## src/verilog/iofl_map.svh

```systemverilog
/*
  Address map, reset values and timing counts of the industrial I/O fault latch.
  Assumes a 25 MHz reference clock and a four-location chip-select window.
*/
`ifndef IOFL_MAP_SVH
`define IOFL_MAP_SVH

`define IOFL_OFS_FAULT_STATUS 2'h2
`define IOFL_OFS_FAULT_CLEAR 2'h3
`define IOFL_FAULT_LSB 0
`define IOFL_FAULT_MSB 3

`define IOFL_FAULT_RST 4'hf
`define IOFL_FIELD_RST 24'hff_ffff
`define IOFL_RELAY_RST 8'h00
`define IOFL_HS_RST 8'hff
`define IOFL_HS_NIB_RST 4'hf
`define IOFL_FIELD_IDLE 24'h00_0000
`define IOFL_PWM_RST 2'h3

`define IOFL_CLK_KHZ 25000
`define IOFL_BLANK_TIME_US 1000
`define IOFL_DETECT_MAX_US 5000
`define IOFL_BLANK_CYCLES ((`IOFL_BLANK_TIME_US * `IOFL_CLK_KHZ + 999) / 1000)
`define IOFL_DETECT_MAX_CYCLES ((`IOFL_DETECT_MAX_US * `IOFL_CLK_KHZ) / 1000)
`define IOFL_CNT_W 15
`define IOFL_SYNC_LAT 2
`define IOFL_SETTLE_DONE 2'h3

`endif

```

## src/verilog/iofl_pkg.sv

```systemverilog
/*
  Types shared by the fault latch top and its detector.
  Assumes iofl_map.svh is on the include path.
*/
`include "iofl_map.svh"

package iofl_pkg;

  typedef enum logic [1:0] {
    ACC_IDLE,
    ACC_STATUS,
    ACC_CLEAR,
    ACC_OTHER
  } iofl_acc_t;

  typedef struct packed {
    logic [23:0] fin_s1;
    logic [23:0] fin_s2;
    logic [23:0] fin_q;
    logic [7:0] rly_s1;
    logic [7:0] rly_s2;
    logic [3:0] p3_s1;
    logic [3:0] p3_s2;
    logic [3:0] p7_s1;
    logic [3:0] p7_s2;
    logic [1:0] pwm_s1;
    logic [1:0] pwm_s2;
    logic [3:0] sc_s1;
    logic [3:0] sc_s2;
    logic [3:0] ol_s1;
    logic [3:0] ol_s2;
    logic olen_s1;
    logic olen_s2;
    logic cs_s1;
    logic cs_s2;
    logic rd_s1;
    logic rd_s2;
    logic [1:0] addr_s1;
    logic [1:0] addr_s2;
    iofl_acc_t acc;
    logic [15:0] data;
    logic oe_n;
    logic clear;
    logic [1:0] settle;
  } iofl_top_state_t;

  typedef struct packed {
    logic [3:0] latched;
    logic [3:0][`IOFL_CNT_W-1:0] on_cnt;
  } iofl_det_state_t;

endpackage : iofl_pkg

```

## src/verilog/iofl_fault_if.sv

```systemverilog
/*
  Carrier between the I/O top and the fault detector.
  Assumes both ends sit on the same reference clock.
*/
`timescale 1ns/1ps
`default_nettype none

interface iofl_fault_if;
  logic [3:0] pair_on;
  logic [3:0] short_det;
  logic [3:0] open_det;
  logic open_en;
  logic clear;
  logic [3:0] latched;

  modport ctl (
    output pair_on,
    output short_det,
    output open_det,
    output open_en,
    output clear,
    input latched
  );

  modport det (
    input pair_on,
    input short_det,
    input open_det,
    input open_en,
    input clear,
    output latched
  );
endinterface : iofl_fault_if

`default_nettype wire

```

## src/verilog/iofl_fault_det.sv

```systemverilog
/*
  Per-pair fault latches with switch-on blanking.
  Assumes synchronised sense inputs and a one-cycle clear pulse.
*/
`timescale 1ns/1ps
`default_nettype none
`include "iofl_map.svh"

module iofl_fault_det #(
  parameter int unsigned BLANK_CYCLES = `IOFL_BLANK_CYCLES
) (
  input wire logic ref_clk_i,
  input wire logic srst_i,
  iofl_fault_if.det f
);

  localparam logic [`IOFL_CNT_W-1:0] BLANK_C = `IOFL_CNT_W'(BLANK_CYCLES);

  iofl_pkg::iofl_det_state_t q;
  iofl_pkg::iofl_det_state_t d;
  logic [3:0] ready;
  logic [3:0] qual;
  logic [3:0][`IOFL_CNT_W-1:0] cnt_nxt;

  genvar g;
  generate
    for (g = 0; g < 4; g++)
    begin : g_pair
      // Stage needs time to sense a short after switch-on
      assign ready[g] = f.pair_on[g] && (q.on_cnt[g] >= BLANK_C);
      assign cnt_nxt[g] = !f.pair_on[g] ? '0 :
                          (ready[g] ? q.on_cnt[g] : q.on_cnt[g] + `IOFL_CNT_W'(1));
      assign qual[g] = ready[g] && (f.short_det[g] || (f.open_en && f.open_det[g]));
    end
  endgenerate

  always_comb
  begin
    d = q;
    d.on_cnt = cnt_nxt;
    // Set beats clear so no event is lost
    d.latched = (q.latched & ~{4{f.clear}}) | qual;
  end

  always_ff @(posedge ref_clk_i)
  begin
    if (srst_i)
    begin
      // Mirrors the power-up fault state; software must clear
      q.latched <= `IOFL_FAULT_RST;
      q.on_cnt <= '0;
    end
    else
    begin
      q <= d;
    end
  end

  assign f.latched = q.latched;
endmodule : iofl_fault_det

`default_nettype wire

```

## src/verilog/iofl_top.sv

```systemverilog
/*
  Digital I/O glue between microcontroller port pins and isolated field
  signals, with per-pair short-circuit latches read through a chip-select
  window. Assumes all pins are asynchronous to ref_clk_i and the host adds
  enough wait states to cover the synchroniser latency.
*/
`timescale 1ns/1ps
`default_nettype none
`include "iofl_map.svh"

module iofl_top #(
  parameter int unsigned BLANK_CYCLES = `IOFL_BLANK_CYCLES
) (
  input wire logic ref_clk_i,
  input wire logic srst_i,
  input wire logic [23:0] field_input_lines_i,
  output logic [15:0] mcu_port2_o,
  output logic [3:0] mcu_port5_in_o,
  output logic [3:0] mcu_timer_in_o,
  input wire logic [7:0] mcu_port8_i,
  output logic [7:0] relay_output_lines_o,
  input wire logic [3:0] mcu_port3_lo_i,
  input wire logic [3:0] mcu_port7_hi_i,
  input wire logic [1:0] mcu_port7_pwm_i,
  output logic [7:0] high_side_output_lines_n_o,
  output logic pwm_output_a_n_o,
  output logic pwm_output_b_n_o,
  input wire logic [3:0] pair_short_i,
  input wire logic [3:0] pair_open_load_i,
  input wire logic open_load_report_i,
  output logic [3:0] fault_lamp_o,
  input wire logic io_window_select_n_i,
  input wire logic bus_rd_n_i,
  input wire logic [1:0] bus_addr_i,
  output logic [15:0] bus_data_o,
  output logic bus_data_oe_n_o
);

  localparam iofl_pkg::iofl_top_state_t TOP_RST = '{
    // Sync stages reset to the idle field level so no false port edge follows reset
    fin_s1: `IOFL_FIELD_IDLE,
    fin_s2: `IOFL_FIELD_IDLE,
    fin_q: `IOFL_FIELD_RST,
    rly_s1: `IOFL_RELAY_RST,
    rly_s2: `IOFL_RELAY_RST,
    p3_s1: `IOFL_HS_NIB_RST,
    p3_s2: `IOFL_HS_NIB_RST,
    p7_s1: `IOFL_HS_NIB_RST,
    p7_s2: `IOFL_HS_NIB_RST,
    pwm_s1: `IOFL_PWM_RST,
    pwm_s2: `IOFL_PWM_RST,
    cs_s1: 1'b1,
    cs_s2: 1'b1,
    rd_s1: 1'b1,
    rd_s2: 1'b1,
    acc: iofl_pkg::ACC_IDLE,
    oe_n: 1'b1,
    default: '0
  };

  iofl_pkg::iofl_top_state_t q;
  iofl_pkg::iofl_top_state_t d;
  logic rd_sel;
  logic [7:0] hs_n;
  logic live;

  iofl_fault_if f ();

  iofl_fault_det #(
    .BLANK_CYCLES(BLANK_CYCLES)
  ) u_det (
    .ref_clk_i(ref_clk_i),
    .srst_i(srst_i),
    .f(f)
  );

  assign rd_sel = !q.cs_s2 && !q.rd_s2;
  assign hs_n = {q.p7_s2, q.p3_s2};
  assign live = (q.settle == `IOFL_SETTLE_DONE);

  always_comb
  begin
    d = q;
    // Two-stage synchronisers on every pin; stage one feeds stage two only
    d.fin_s1 = field_input_lines_i;
    d.fin_s2 = q.fin_s1;
    // Energised field input reads as 0 at the port
    d.fin_q = ~q.fin_s2;
    d.rly_s1 = mcu_port8_i;
    d.rly_s2 = q.rly_s1;
    d.p3_s1 = mcu_port3_lo_i;
    d.p3_s2 = q.p3_s1;
    d.p7_s1 = mcu_port7_hi_i;
    d.p7_s2 = q.p7_s1;
    // Sync costs up to 40 ns of edge jitter; fine against a 20 us PWM period
    d.pwm_s1 = mcu_port7_pwm_i;
    d.pwm_s2 = q.pwm_s1;
    d.sc_s1 = pair_short_i;
    d.sc_s2 = q.sc_s1;
    d.ol_s1 = pair_open_load_i;
    d.ol_s2 = q.ol_s1;
    d.olen_s1 = open_load_report_i;
    d.olen_s2 = q.olen_s1;
    d.cs_s1 = io_window_select_n_i;
    d.cs_s2 = q.cs_s1;
    d.rd_s1 = bus_rd_n_i;
    d.rd_s2 = q.rd_s1;
    d.addr_s1 = bus_addr_i;
    d.addr_s2 = q.addr_s1;
    d.settle = live ? q.settle : q.settle + 2'h1;
    d.clear = 1'b0;

    unique case (q.acc)
      iofl_pkg::ACC_IDLE:
      begin
        if (rd_sel)
        begin
          if (q.addr_s2 == `IOFL_OFS_FAULT_STATUS)
          begin
            // Snapshot taken once; later faults show on the next read
            d.acc = iofl_pkg::ACC_STATUS;
            d.data = {12'h000, ~f.latched};
            d.oe_n = 1'b0;
          end
          else if (q.addr_s2 == `IOFL_OFS_FAULT_CLEAR)
          begin
            d.acc = iofl_pkg::ACC_CLEAR;
            d.data = {12'h000, ~f.latched};
            d.oe_n = 1'b0;
            d.clear = 1'b1;
          end
          else
          begin
            d.acc = iofl_pkg::ACC_OTHER;
          end
        end
      end
      iofl_pkg::ACC_STATUS,
      iofl_pkg::ACC_CLEAR,
      iofl_pkg::ACC_OTHER:
      begin
        // One clear per strobe, however long the host holds it
        if (!rd_sel)
        begin
          d.acc = iofl_pkg::ACC_IDLE;
          d.oe_n = 1'b1;
        end
      end
    endcase
  end

  always_ff @(posedge ref_clk_i)
  begin
    if (srst_i)
    begin
      q <= TOP_RST;
    end
    else
    begin
      q <= d;
    end
  end

  genvar g;
  generate
    for (g = 0; g < 4; g++)
    begin : g_pair
      // Pair g covers high-side outputs 2g and 2g+1
      assign f.pair_on[g] = !(hs_n[2*g] && hs_n[2*g+1]);
    end
  endgenerate

  assign f.short_det = q.sc_s2;
  assign f.open_det = q.ol_s2;
  assign f.open_en = q.olen_s2;
  assign f.clear = q.clear;

  assign mcu_port2_o = q.fin_q[15:0];
  assign mcu_port5_in_o = q.fin_q[19:16];
  assign mcu_timer_in_o = q.fin_q[23:20];
  assign relay_output_lines_o = q.rly_s2;
  assign high_side_output_lines_n_o = hs_n;
  assign pwm_output_a_n_o = q.pwm_s2[0];
  assign pwm_output_b_n_o = q.pwm_s2[1];
  assign fault_lamp_o = f.latched;
  assign bus_data_o = q.data;
  assign bus_data_oe_n_o = q.oe_n;
endmodule : iofl_top

`default_nettype wire

```

## config.mk

```make
export PLATFORM = sky130hd
export DESIGN_NAME = iofl_top
export DESIGN_NICKNAME = d
export VERILOG_FILES = /design/src/verilog/iofl_pkg.sv /design/src/verilog/iofl_fault_if.sv /design/src/verilog/iofl_fault_det.sv /design/src/verilog/iofl_top.sv
export VERILOG_INCLUDE_DIRS = /design/src /design/src/verilog
export SDC_FILE = /design/constraint.sdc
export NUM_CORES = 1
export LEC_CHECK = 0
export BUFFER_PORTS_ARGS = -buffer_cell sky130_fd_sc_hd__clkbuf_2
export CORE_MARGIN = 3
export CORE_UTILIZATION = 54
export CTS_CLUSTER_DIAMETER = 50
export CTS_CLUSTER_SIZE = 28
export DETAILED_ROUTE_END_ITERATION = 8
export PLACE_DENSITY = 0.8
export RECOVER_POWER = 100
export SYNTH_ARGS = -nofsm -noshare
export SYNTH_HDL_FRONTEND = slang
export SYNTH_SLANG_ARGS = --single-unit
export TNS_END_PERCENT = 100
```

## constraint.sdc

```tcl
create_clock -name ref_clk_i -period 3.3 [get_ports ref_clk_i]
set_clock_uncertainty 0.15 [all_clocks]
set_input_delay 0.66 -clock ref_clk_i [delete_from_list [all_inputs] [get_ports ref_clk_i]]
set_output_delay 0.66 -clock ref_clk_i [all_outputs]
set_load 0.02 [all_outputs]
```

==> run_results.csv, run 1 <==
group,metric,value,unit
hold_path,hp-class,"primary input to register",
worst_setup_path,crit_arrival,2.77,ns
floorplan,fp.dieW,124,um
layout,n_antenna_cell,0,
synth,synth-seq-cells,206,
global_route,antenna_found_initial,0,
sta,max_slew_margin,9.45,%
cts,post_cts.repair.setup_buffers,0,
floorplan,core_area,13500,um2
worst_setup_path,critPathMaxFanout,10,
sta,tns,0,ns
worst_setup_path,critPathMaxStageDelay,0.94,ns
layout,final_cell_mix,"dfxtp_1 (206), nor2b_1 (86), nor2_1 (56), clkbuf_2 (56), clkbuf_1 (52)",
cts,numCtsBuffers,18,
synth,ys_types,43,
cts,insertion_delay,0.49,ns
routing,drt-wirelength-per-cell,12.7,um
worst_setup_path,cpMostUsedCell,"a21oi_1",
job,drv_cap,0,
layout,final_common_cell,"dfxtp_1",
global_route,grt_pass1_vias,4575,
synth,synth_top_area_share,54.5,%
sta,hold_viol,0,
routing,routed_wl,12.8,mm
worst_setup_path,startpoint_type,"register",
cts,htree_levels,1,
global_route,busiest_layer,"met2",
sta,rsz0062_at_grt,"false",
worst_setup_path,path_buf_inv,0,
power,powerDensity,584,nW/um2
run_status,status,"finished clean",
global_route,use_met1,20.5,%
synth,avgSynthCellArea,9.83,um2
sta,finalSetupViolCount,0,
global_route,use_met3,4.63,%
routing,avgViaCountPerCell,4.92,
sta,fin_crit,2.51,ns
layout,finalNetCount,891,
routing,drt_pass1_iterations,6,
sta,max_freq,0.398,GHz
sta,drv_slew,0,
cts,cts_hold_buf,0,
synth,synth.top_cells.by_area,"dfxtp_1 (55%), nor2b_1 (7.1%), buf_4 (6.0%), a21oi_1 (3.2%), xnor2_1 (2.9%)",
global_route,grt_pass1_wl,21.3,mm
worst_setup_path,worst-setup-path-type,"register to register",
floorplan,rows,42,
routing,ant_nets,0,
sta,setup_ws,0.789,ns
placement,hpwl,8.76,mm
layout,fill_cells,1171,
routing,drtIter0Drc,271,
placement,globalplace.congestion,0.818,
floorplan,initial_core_util,56.2,%
sta,tightest_slew,1.36,ns
routing,drc_errors,0,
cts,clock_tree.root_cell,"clkbuf_16",
power,leakagePower,3.16,nW
worst_setup_path,cp-end-kind,"register",
power,ir_drop,0.504,mV
sta,hold-worst-slack,0.195,ns
floorplan,io_pins,120,
floorplan,die_h,124,um
routing,via_count,4976,
worst_setup_path,cp.required,3.55,ns
floorplan,dieArea,15500,um2
cts,clkTransAtPathRegs,0.08,ns
worst_setup_path,crit_chain,"nand2_1 -> o31ai_1 -> a21oi_1 -> a21o_1 -> a21oi_1",
sta,finalCritPeriodShare,76.1,%
synth,synth_top_cell_by_area,"dfxtp_1",
layout,fin_util,61.8,%
global_route,overflow,0,
placement,io_buffers,107,
synth,yosysWarnings,0,
cts,cts_buffer_depth,3,
global_route,grt_max_degree,81,
cts,cts_tree,"built",
synth,syn_inst,769,
layout,drive_above_1_share,14.4,%
power,finalPower,0.00485,W
worst_setup_path,crit_path_top_delay_cell,"o31ai_1",
global_route,use_met2,26.2,%
synth,synthesis.area,7560,um2
placement,dp_slack,1.13,ns
global_route,grt_usage,16.0,%
cts,cts_resized,0,
cts,cts.sinks,206,
worst_setup_path,crit_family,"compound AO/OA/AOI/OAI gates",
layout,area_delta_synth_final,9.98,%
synth,seq_area_frac_synth,54.5,%
==> Yosys cell counts (all sizes together) <==
cell and count:
dfxtp 206, nor2b 86, buf 60, nor2 56, a21oi 48, nand2 37
nand2b 30, clkbuf 26, or2 25, xnor2 25, nand3 24, inv 16
a211oi 13, o21ai 12, ha 11, nor3 8, or3 8, a21o 7
and4 7, nand4 7, a31o 6, a31oi 6, and2 5, and3 5
xor2 5, o31ai 4, or4 4, nor4 3, o211ai 3, a221o 2
a311oi 2, a41o 2, mux2i 2, o21a 2, a2111oi 1, a211o 1
conb 1, nor3b 1, o21bai 1, o22ai 1
==> worst paths after layout <==
check	from	endpoint	slack, ns	cells past startpoint
min reg2reg	q[130]	mcu_timer_in_o[2]	0.21	1
max	u_det.q[22]	u_det.q[24]	0.79	5
max reg2reg	u_det.q[22]	u_det.q[24]	0.79	5
min	mcu_port7_hi_i[2]	d[54]	0.20	2
==> cell type report <==
| type | instances | area [um2] | area share [%] |
|---|---|---|---|
| clock buffer | 19 | 464 | 5.58 |
| clock inverter | 13 | 138 | 1.65 |
| inverter | 16 | 60.1 | 0.722 |
| multi-input combinational | 472 | 2830 | 34.0 |
| sequential | 206 | 4120 | 49.6 |
| tap | 176 | 220 | 2.65 |
| timing repair buffer | 109 | 483 | 5.81 |
==> registers in the layout, indices dropped and copies added, names as in the netlist <==
name,cells
bus_data_o,4
bus_data_oe_n_o,1
d,55
f.clear,1
f.open_det,4
f.open_en,1
f.short_det,4
high_side_output_lines_n_o,8
mcu_port2_o,16
mcu_port5_in_o,4
mcu_timer_in_o,4
pwm_output_a_n_o,1
pwm_output_b_n_o,1
q,30
relay_output_lines_o,8
u_det.f.latched,4
u_det.q,60
==> metal layers <==
layer / share of wire [%] / up-vias
met1: 45 / 2248
met5: 0 / -
li1: - / 2592
met4: 1.9 / 0
met3: 6.9 / 18
met2: 46 / 118
==> metrics by stage <==
step	cell area, um2	cells
2_1_floorplan	7600	780
3_3_place_gp	7830	979
3_5_place_dp	7830	979
4_1_cts	8430	1011
5_1_grt	8320	1011
6_report	8320	1011
==> kinds of logic after synthesis <==
logic type | Yosys count | synth area share [%]
adder cells (fa/ha/maj) | 11 | 1.82
multiplexers | 2 | 0.265
flip-flops | 206 | 54.5
AND/OR/NAND/NOR | 306 | 22.1
other | 1 | 0.0496
buffers and inverters | 102 | 8.04
XOR/XNOR | 30 | 3.47
AO/OA/AOI/OAI | 111 | 9.75
==> power by group <==
| group | leakage [nW] | total [W] | switching [W] | internal (W) |
|---|---|---|---|---|
| Clock | 0.295 | 0.00209 | 0.00100 | 0.00109 |
| Sequential | 1.69 | 0.00258 | 0.0000235 | 0.00256 |
| Combinational | 1.18 | 0.000184 | 0.000105 | 0.0000792 |
(Power assumes the default switching activity.)
==> run 2, diff against run 1 <==
==> constraint.sdc (replaced) <==
create_clock -name ref_clk_i -period 2.49 [get_ports ref_clk_i]
set_clock_uncertainty 0.15 [all_clocks]
set_input_delay 0.498 -clock ref_clk_i [delete_from_list [all_inputs] [get_ports ref_clk_i]]
set_output_delay 0.498 -clock ref_clk_i [all_outputs]
set_load 0.02 [all_outputs]
==> run_results.csv, run 2 (synthesis results as in run 1) <==
group,metric,value,unit
sta,tns,0,ns
global_route,grt_usage,16.0,%
floorplan,rows,42,
global_route,grt_max_degree,91,
global_route,overflow,0,
sta,finalSetupViolCount,0,
worst_setup_path,startpoint_type,"register",
job,drv_cap,0,
routing,ant_nets,0,
cts,numCtsBuffers,18,
placement,dpl_cell_area,7860,um2
sta,rsz0062_at_grt,"false",
cts,post_cts.repair.setup_buffers,0,
layout,largest_reg_flops,60,
sta,max_slew_margin,9.02,%
run_status,status,"finished clean",
layout,fill_cells,1134,
global_route,grt_pass1_vias,4587,
power,comb_power_share,3.7,%
power,leakagePower,3.21,nW
worst_setup_path,critPathMaxFanout,7,
sta,drv_slew,0,
sta,tightest_slew,1.36,ns
power,clkPwrFrac,45.5,%
layout,drive_above_1_share,14.7,%
layout,area_delta_synth_final,11.5,%
worst_setup_path,cp-end-kind,"register",
power,ir_drop,0.748,mV
cts,clkTransAtPathRegs,0.08,ns
cts,clock_tree.root_cell,"clkbuf_16",
cts,insertion_delay,0.49,ns
sta,fin_crit,2.23,ns
worst_setup_path,cp.required,2.71,ns
power,powerDensity,798,nW/um2
global_route,grt_pass1_wl,21.2,mm
placement,hpwl,8.78,mm
layout,final_cell_area,8430,um2
layout,final_cell_mix,"dfxtp_1 (206), nor2b_1 (86), nor2_1 (56), clkbuf_2 (56), clkbuf_1 (53)",
layout,n_antenna_cell,0,
cts,cts_tree,"built",
power,seq_power_share,50.8,%
sta,hold_viol,0,
sta,finalCritPeriodShare,89.4,%
sta,hold-worst-slack,0.0430,ns
routing,drc_errors,0,
routing,drtIter0Drc,259,
global_route,antenna_found_initial,0,
placement,globalplace.congestion,0.840,
placement,io_buffers,107,
floorplan,dieArea,15500,um2
cts,cts_hold_buf,0,
power,finalPower,0.00673,W
routing,via_count,4995,
floorplan,core_area,13500,um2
floorplan,die_h,124,um
power,switchingPower,0.00149,W
floorplan,io_pins,120,
cts,cts_buffer_depth,3,
layout,top_register,"u_det.q",
worst_setup_path,worst-setup-path-type,"register to register",
worst_setup_path,crit_arrival,2.44,ns
cts,cts.sinks,206,
power,p_int,0.00524,W
cts,cts_resized,0,
floorplan,fp.dieW,124,um
power,swShare,22.1,%
routing,drt-wirelength-per-cell,12.8,um
layout,final_common_cell,"dfxtp_1",
sta,max_freq,0.449,GHz
worst_setup_path,reg2reg_depth,5,
routing,routed_wl,12.9,mm
cts,htree_levels,1,
hold_path,hp-class,"primary input to register",
layout,fin_util,62.7,%
floorplan,initial_core_util,56.2,%
hold_path,min_path_cells,2,
routing,avgViaCountPerCell,4.93,
routing,drt_pass1_iterations,4,
worst_setup_path,rrSetupSlack,0.26,ns
layout,finalNetCount,893,
-- run 2: final cells by class --
type,instances,area (um2),area share (%)
Clock inverter,10,171,2.03
Tap cell,176,220,2.61
Timing Repair Buffer,111,495,5.88
Sequential cell,206,4120,48.9
Clock buffer,22,507,6.01
Multi-Input combinational cell,472,2850,33.8
Inverter,16,60.1,0.712
-- run 2: metrics by stage --
step                setup WS [ns]  instances
detailed placement          0.432        981
floorplan                   0.603        780
global route                0.112       1013
global placement            0.451        981
CTS                         0.414       1013
finish                      0.265       1013
-- run 2: final timing paths --
check,start,endpoint
setup / recovery,u_det.q[55],u_det.q[48]
hold / removal,mcu_port7_hi_i[1],d[53]
setup reg to reg,u_det.q[55],u_det.q[48]
hold reg to reg,q[122],mcu_port2_o[14]
-- run 2: power by group through the flow --
| stage | Combinational [W] | Sequential, W | Clock [W] |
|---|---|---|---|
| after floorplan | 0.000211 | 0.00349 | 0 |
| after global placement | 0.000253 | 0.00349 | 0 |
| after detailed placement | 0.000257 | 0.00350 | 0 |
| after CTS | 0.000259 | 0.00342 | 0.00315 |
| after global routing | 0.000275 | 0.00343 | 0.00328 |
| final | 0.000246 | 0.00342 | 0.00306 |
-- run 2: critical path, cell delays in order (launching register included) --
cell     delay [ns]
dfxtp_1        0.36
nor4_1         0.35
o21ai_0        0.35
a21oi_1        0.53
a21oi_1        0.14
a31o_2         0.23
-- run 2: metal layers --
layer  up-vias  wire length (um)  global-route usage, %
met1      2251              5670                   20.0
met4         0               315                   5.29
met3        22               975                   5.19
li1       2589                 -                      -
met5         -                 0                      0
met2       133              5970                   26.1
==> run 3, diff against run 2 <==
--- a/config.mk
+++ b/config.mk
@@ -6,15 +6,19 @@
 export SDC_FILE = /design/constraint.sdc
 export NUM_CORES = 1
 export LEC_CHECK = 0
+export ABC_AREA = 1
 export BUFFER_PORTS_ARGS = -buffer_cell sky130_fd_sc_hd__clkbuf_2
+export CELL_PAD_IN_SITES_DETAIL_PLACEMENT = 0
+export CELL_PAD_IN_SITES_GLOBAL_PLACEMENT = 1
 export CORE_MARGIN = 3
-export CORE_UTILIZATION = 54
+export CORE_UTILIZATION = 42
 export CTS_CLUSTER_DIAMETER = 50
 export CTS_CLUSTER_SIZE = 28
 export DETAILED_ROUTE_END_ITERATION = 8
-export PLACE_DENSITY = 0.8
+export PLACE_DENSITY = 0.82
 export RECOVER_POWER = 100
 export SYNTH_ARGS = -nofsm -noshare
 export SYNTH_HDL_FRONTEND = slang
+export SYNTH_HIERARCHICAL = 1
 export SYNTH_SLANG_ARGS = --single-unit
 export TNS_END_PERCENT = 100
==> run_results.csv, run 3 <==
group,metric,value,unit
worst_setup_path,cp.required,2.75,ns
synth,synth-edff-count,0,
synth,synth-seq-cells,206,
cts,cts_resized,0,
global_route,grt_pass1_wl,29.5,mm
cts,numCtsBuffers,25,
global_route,grt_pass1_vias,6304,
layout,final_common_cell,"nand2_1",
power,seq_power_share,44.2,%
synth,synthArstFlopShare,0,%
synth,synth_top_area_share,48.2,%
power,leakagePower,4.35,nW
synth,synthesis.area,8550,um2
cts,htree_levels,1,
synth,avgSynthCellArea,7.76,um2
cts,post_cts.repair.setup_buffers,0,
synth,ys_types,35,
floorplan,dieArea,22100,um2
global_route,grt_usage,15.8,%
global_route,overflow,0,
routing,routed_wl,17.5,mm
power,powerDensity,767,nW/um2
synth,yosysMostFrequentCell,"nand2_1",
worst_setup_path,startpoint_type,"register",
synth,synth_top_cell_by_area,"dfxtp_1",
worst_setup_path,crit_path_top_delay_cell,"nand3_1",
cts,insertion_delay,0.52,ns
layout,drive_above_1_share,11.9,%
worst_setup_path,critPathMaxStageDelay,0.51,ns
worst_setup_path,crit_arrival,2.28,ns
synth,ys_top_cells_by_count,"nand2_1 (215), dfxtp_1 (206), inv_1 (167), nor2_1 (150), buf_4 (65)",
power,finalPower,0.00775,W
floorplan,initial_core_util,43.4,%
layout,top_register,"u_det/q",
floorplan,fp.dieW,149,um
cts,cts.sinks,206,
synth,yosysWarnings,6,
floorplan,die_h,149,um
floorplan,io_pins,120,
layout,finalNetCount,1270,
floorplan,rows,51,
routing,drtIter0Drc,307,
sta,max_slew_margin,7.54,%
worst_setup_path,crit_end,"u_det/q[18]",
sta,rsz0062_at_grt,"false",
placement,hpwl,11.9,mm
worst_setup_path,reg2reg_depth,7,
worst_setup_path,cp_num_cells,7,
routing,drt_pass1_iterations,4,
sta,finalSetupViolCount,0,
routing,drt-wirelength-per-cell,11.7,um
power,swShare,24.6,%
synth,syn_inst,1102,
global_route,grt_max_degree,50,
worst_setup_path,critPathMaxFanout,15,
cts,clock_tree.root_cell,"clkbuf_16",
cts,cts_buffer_depth,3,
power,ir_drop,0.584,mV
sta,finalCritPeriodShare,81.2,%
run_status,status,"finished clean",
placement,io_buffers,107,
worst_setup_path,worst-setup-path-type,"register to register",
worst_setup_path,path_buf_inv,0,
synth,seq_area_frac_synth,48.2,%
synth,synthFlopType,"dfxtp_1",
synth,synth.top_cells.by_area,"dfxtp_1 (48%), nand2_1 (9.4%), inv_1 (7.3%), nor2_1 (6.6%), buf_4 (5.7%)",
sta,tns,0,ns
layout,n_antenna_cell,0,
worst_setup_path,timing.rr.end,"u_det/q[18]",
routing,ant_nets,0,
sta,max_freq,0.495,GHz
worst_setup_path,rr_startpoint,"u_det/q[20]",
power,comb_power_share,4.2,%
worst_setup_path,startpoint,"u_det/q[20]",
power,clkPwrFrac,51.6,%
layout,area_delta_synth_final,18.2,%
hold_path,hp-class,"primary input to register",
worst_setup_path,crit_family,"simple AND/OR/NAND/NOR gates",
power,p_int,0.00584,W
routing,via_count,6615,
worst_setup_path,crit_chain,"nand2_1 -> nand3_1 -> nand2_1 -> nand2_2 -> nand3_1 -> a21oi_1 -> nor2_1",
sta,drv_slew,0,
routing,drc_errors,0,
cts,cts_tree,"built",
sta,tightest_slew,1.39,ns
layout,largest_reg_flops,60,
placement,globalplace.congestion,0.828,
sta,fin_crit,2.02,ns
worst_setup_path,cp-end-kind,"register",
routing,avgViaCountPerCell,4.44,
cts,clkTransAtPathRegs,0.07,ns
sta,hold_viol,0,
job,drv_cap,0,
worst_setup_path,rrSetupSlack,0.47,ns
floorplan,core_area,19700,um2
global_route,antenna_found_initial,0,
power,switchingPower,0.00191,W
layout,final_cell_mix,"nand2_1 (226), dfxtp_1 (206), inv_1 (167), nor2_1 (154)",
==> run 3: metal layers <==
layer / part of all wire (%) / wire [um] / track usage, % / up-vias
met5: 0 / 0 / 0 / -
met4: 2.0 / 346 / 4.16 / 0
met3: 4.4 / 762 / 3.14 / 26
met2: 47 / 8120 / 26.9 / 105
met1: 47 / 8220 / 20.7 / 2958
li1: - / - / - / 3526
==> run 3: worst min-delay path, stage by stage <==
cell,delay [ns]
clkbuf_2,0.09
inv_1,0.04
nor2_1,0.03
==> run 3: power by group through the flow <==
| stage | Combinational, W | Clock (W) | Sequential [W] |
|---|---|---|---|
| 2_1_floorplan | 0.000231 | 0 | 0.00349 |
| 3_3_place_gp | 0.000280 | 0 | 0.00350 |
| 3_5_place_dp | 0.000283 | 0 | 0.00350 |
| 4_1_cts | 0.000340 | 0.00411 | 0.00342 |
| 5_1_grt | 0.000372 | 0.00423 | 0.00343 |
| 6_report | 0.000329 | 0.00400 | 0.00342 |
==> run 3: kinds of logic after synthesis <==
group | share of synthesized area [%]
XOR/XNOR | 2.15
AO/OA/AOI/OAI | 4.77
buffers and inverters | 15.3
flip-flops | 48.2
AND/OR/NAND/NOR | 28.3
adder cells (fa/ha/maj) | 1.17
other | 0.0439
==> run 3: worst min-delay path by stage <==
| stage | start | endpoint | cells past startpoint |
|---|---|---|---|
| detailed placement | q[128] | mcu_timer_in_o[0] | 1 |
| floorplan | q[108] | mcu_port2_o[0] | 1 |
| global placement | q[115] | mcu_port2_o[7] | 1 |
| finish | field_input_lines_i[10] | d[118] | 3 |
| global route | field_input_lines_i[10] | d[118] | 3 |
| CTS | field_input_lines_i[5] | d[113] | 3 |
==> run 3: cell type report <==
type / count / area [um2]
clock inverters: 21 / 322
fillers: 1926 / 9610
inverters: 171 / 642
flip-flops and latches: 206 / 4120
clock buffers: 25 / 626
repair buffers: 159 / 962
multi-input cells: 642 / 3100
well taps: 265 / 332
==> run 3: repair_timing <==
item                                    CTS  global route
hold buffers                             45             0
endpoints found under the hold margin    45             0
endpoints found under the setup margin    0             0
==> run 3: through the flow <==
step / util (%) / std cells / hold slack [ns] / instance area, um2 / worst slack (ns)
2_1_floorplan: - / 1113 / 0.201 / 8590 / 0.923
3_3_place_gp: 44.9 / 1398 / 0.202 / 8840 / 0.684
3_5_place_dp: 44.9 / 1398 / 0.206 / 8840 / 0.662
4_1_cts: 51.9 / 1489 / 0.00386 / 10200 / 0.651
5_1_grt: 51.2 / 1489 / 0.0170 / 10100 / 0.267
6_report: 51.2 / 1489 / 0.0291 / 10100 / 0.469
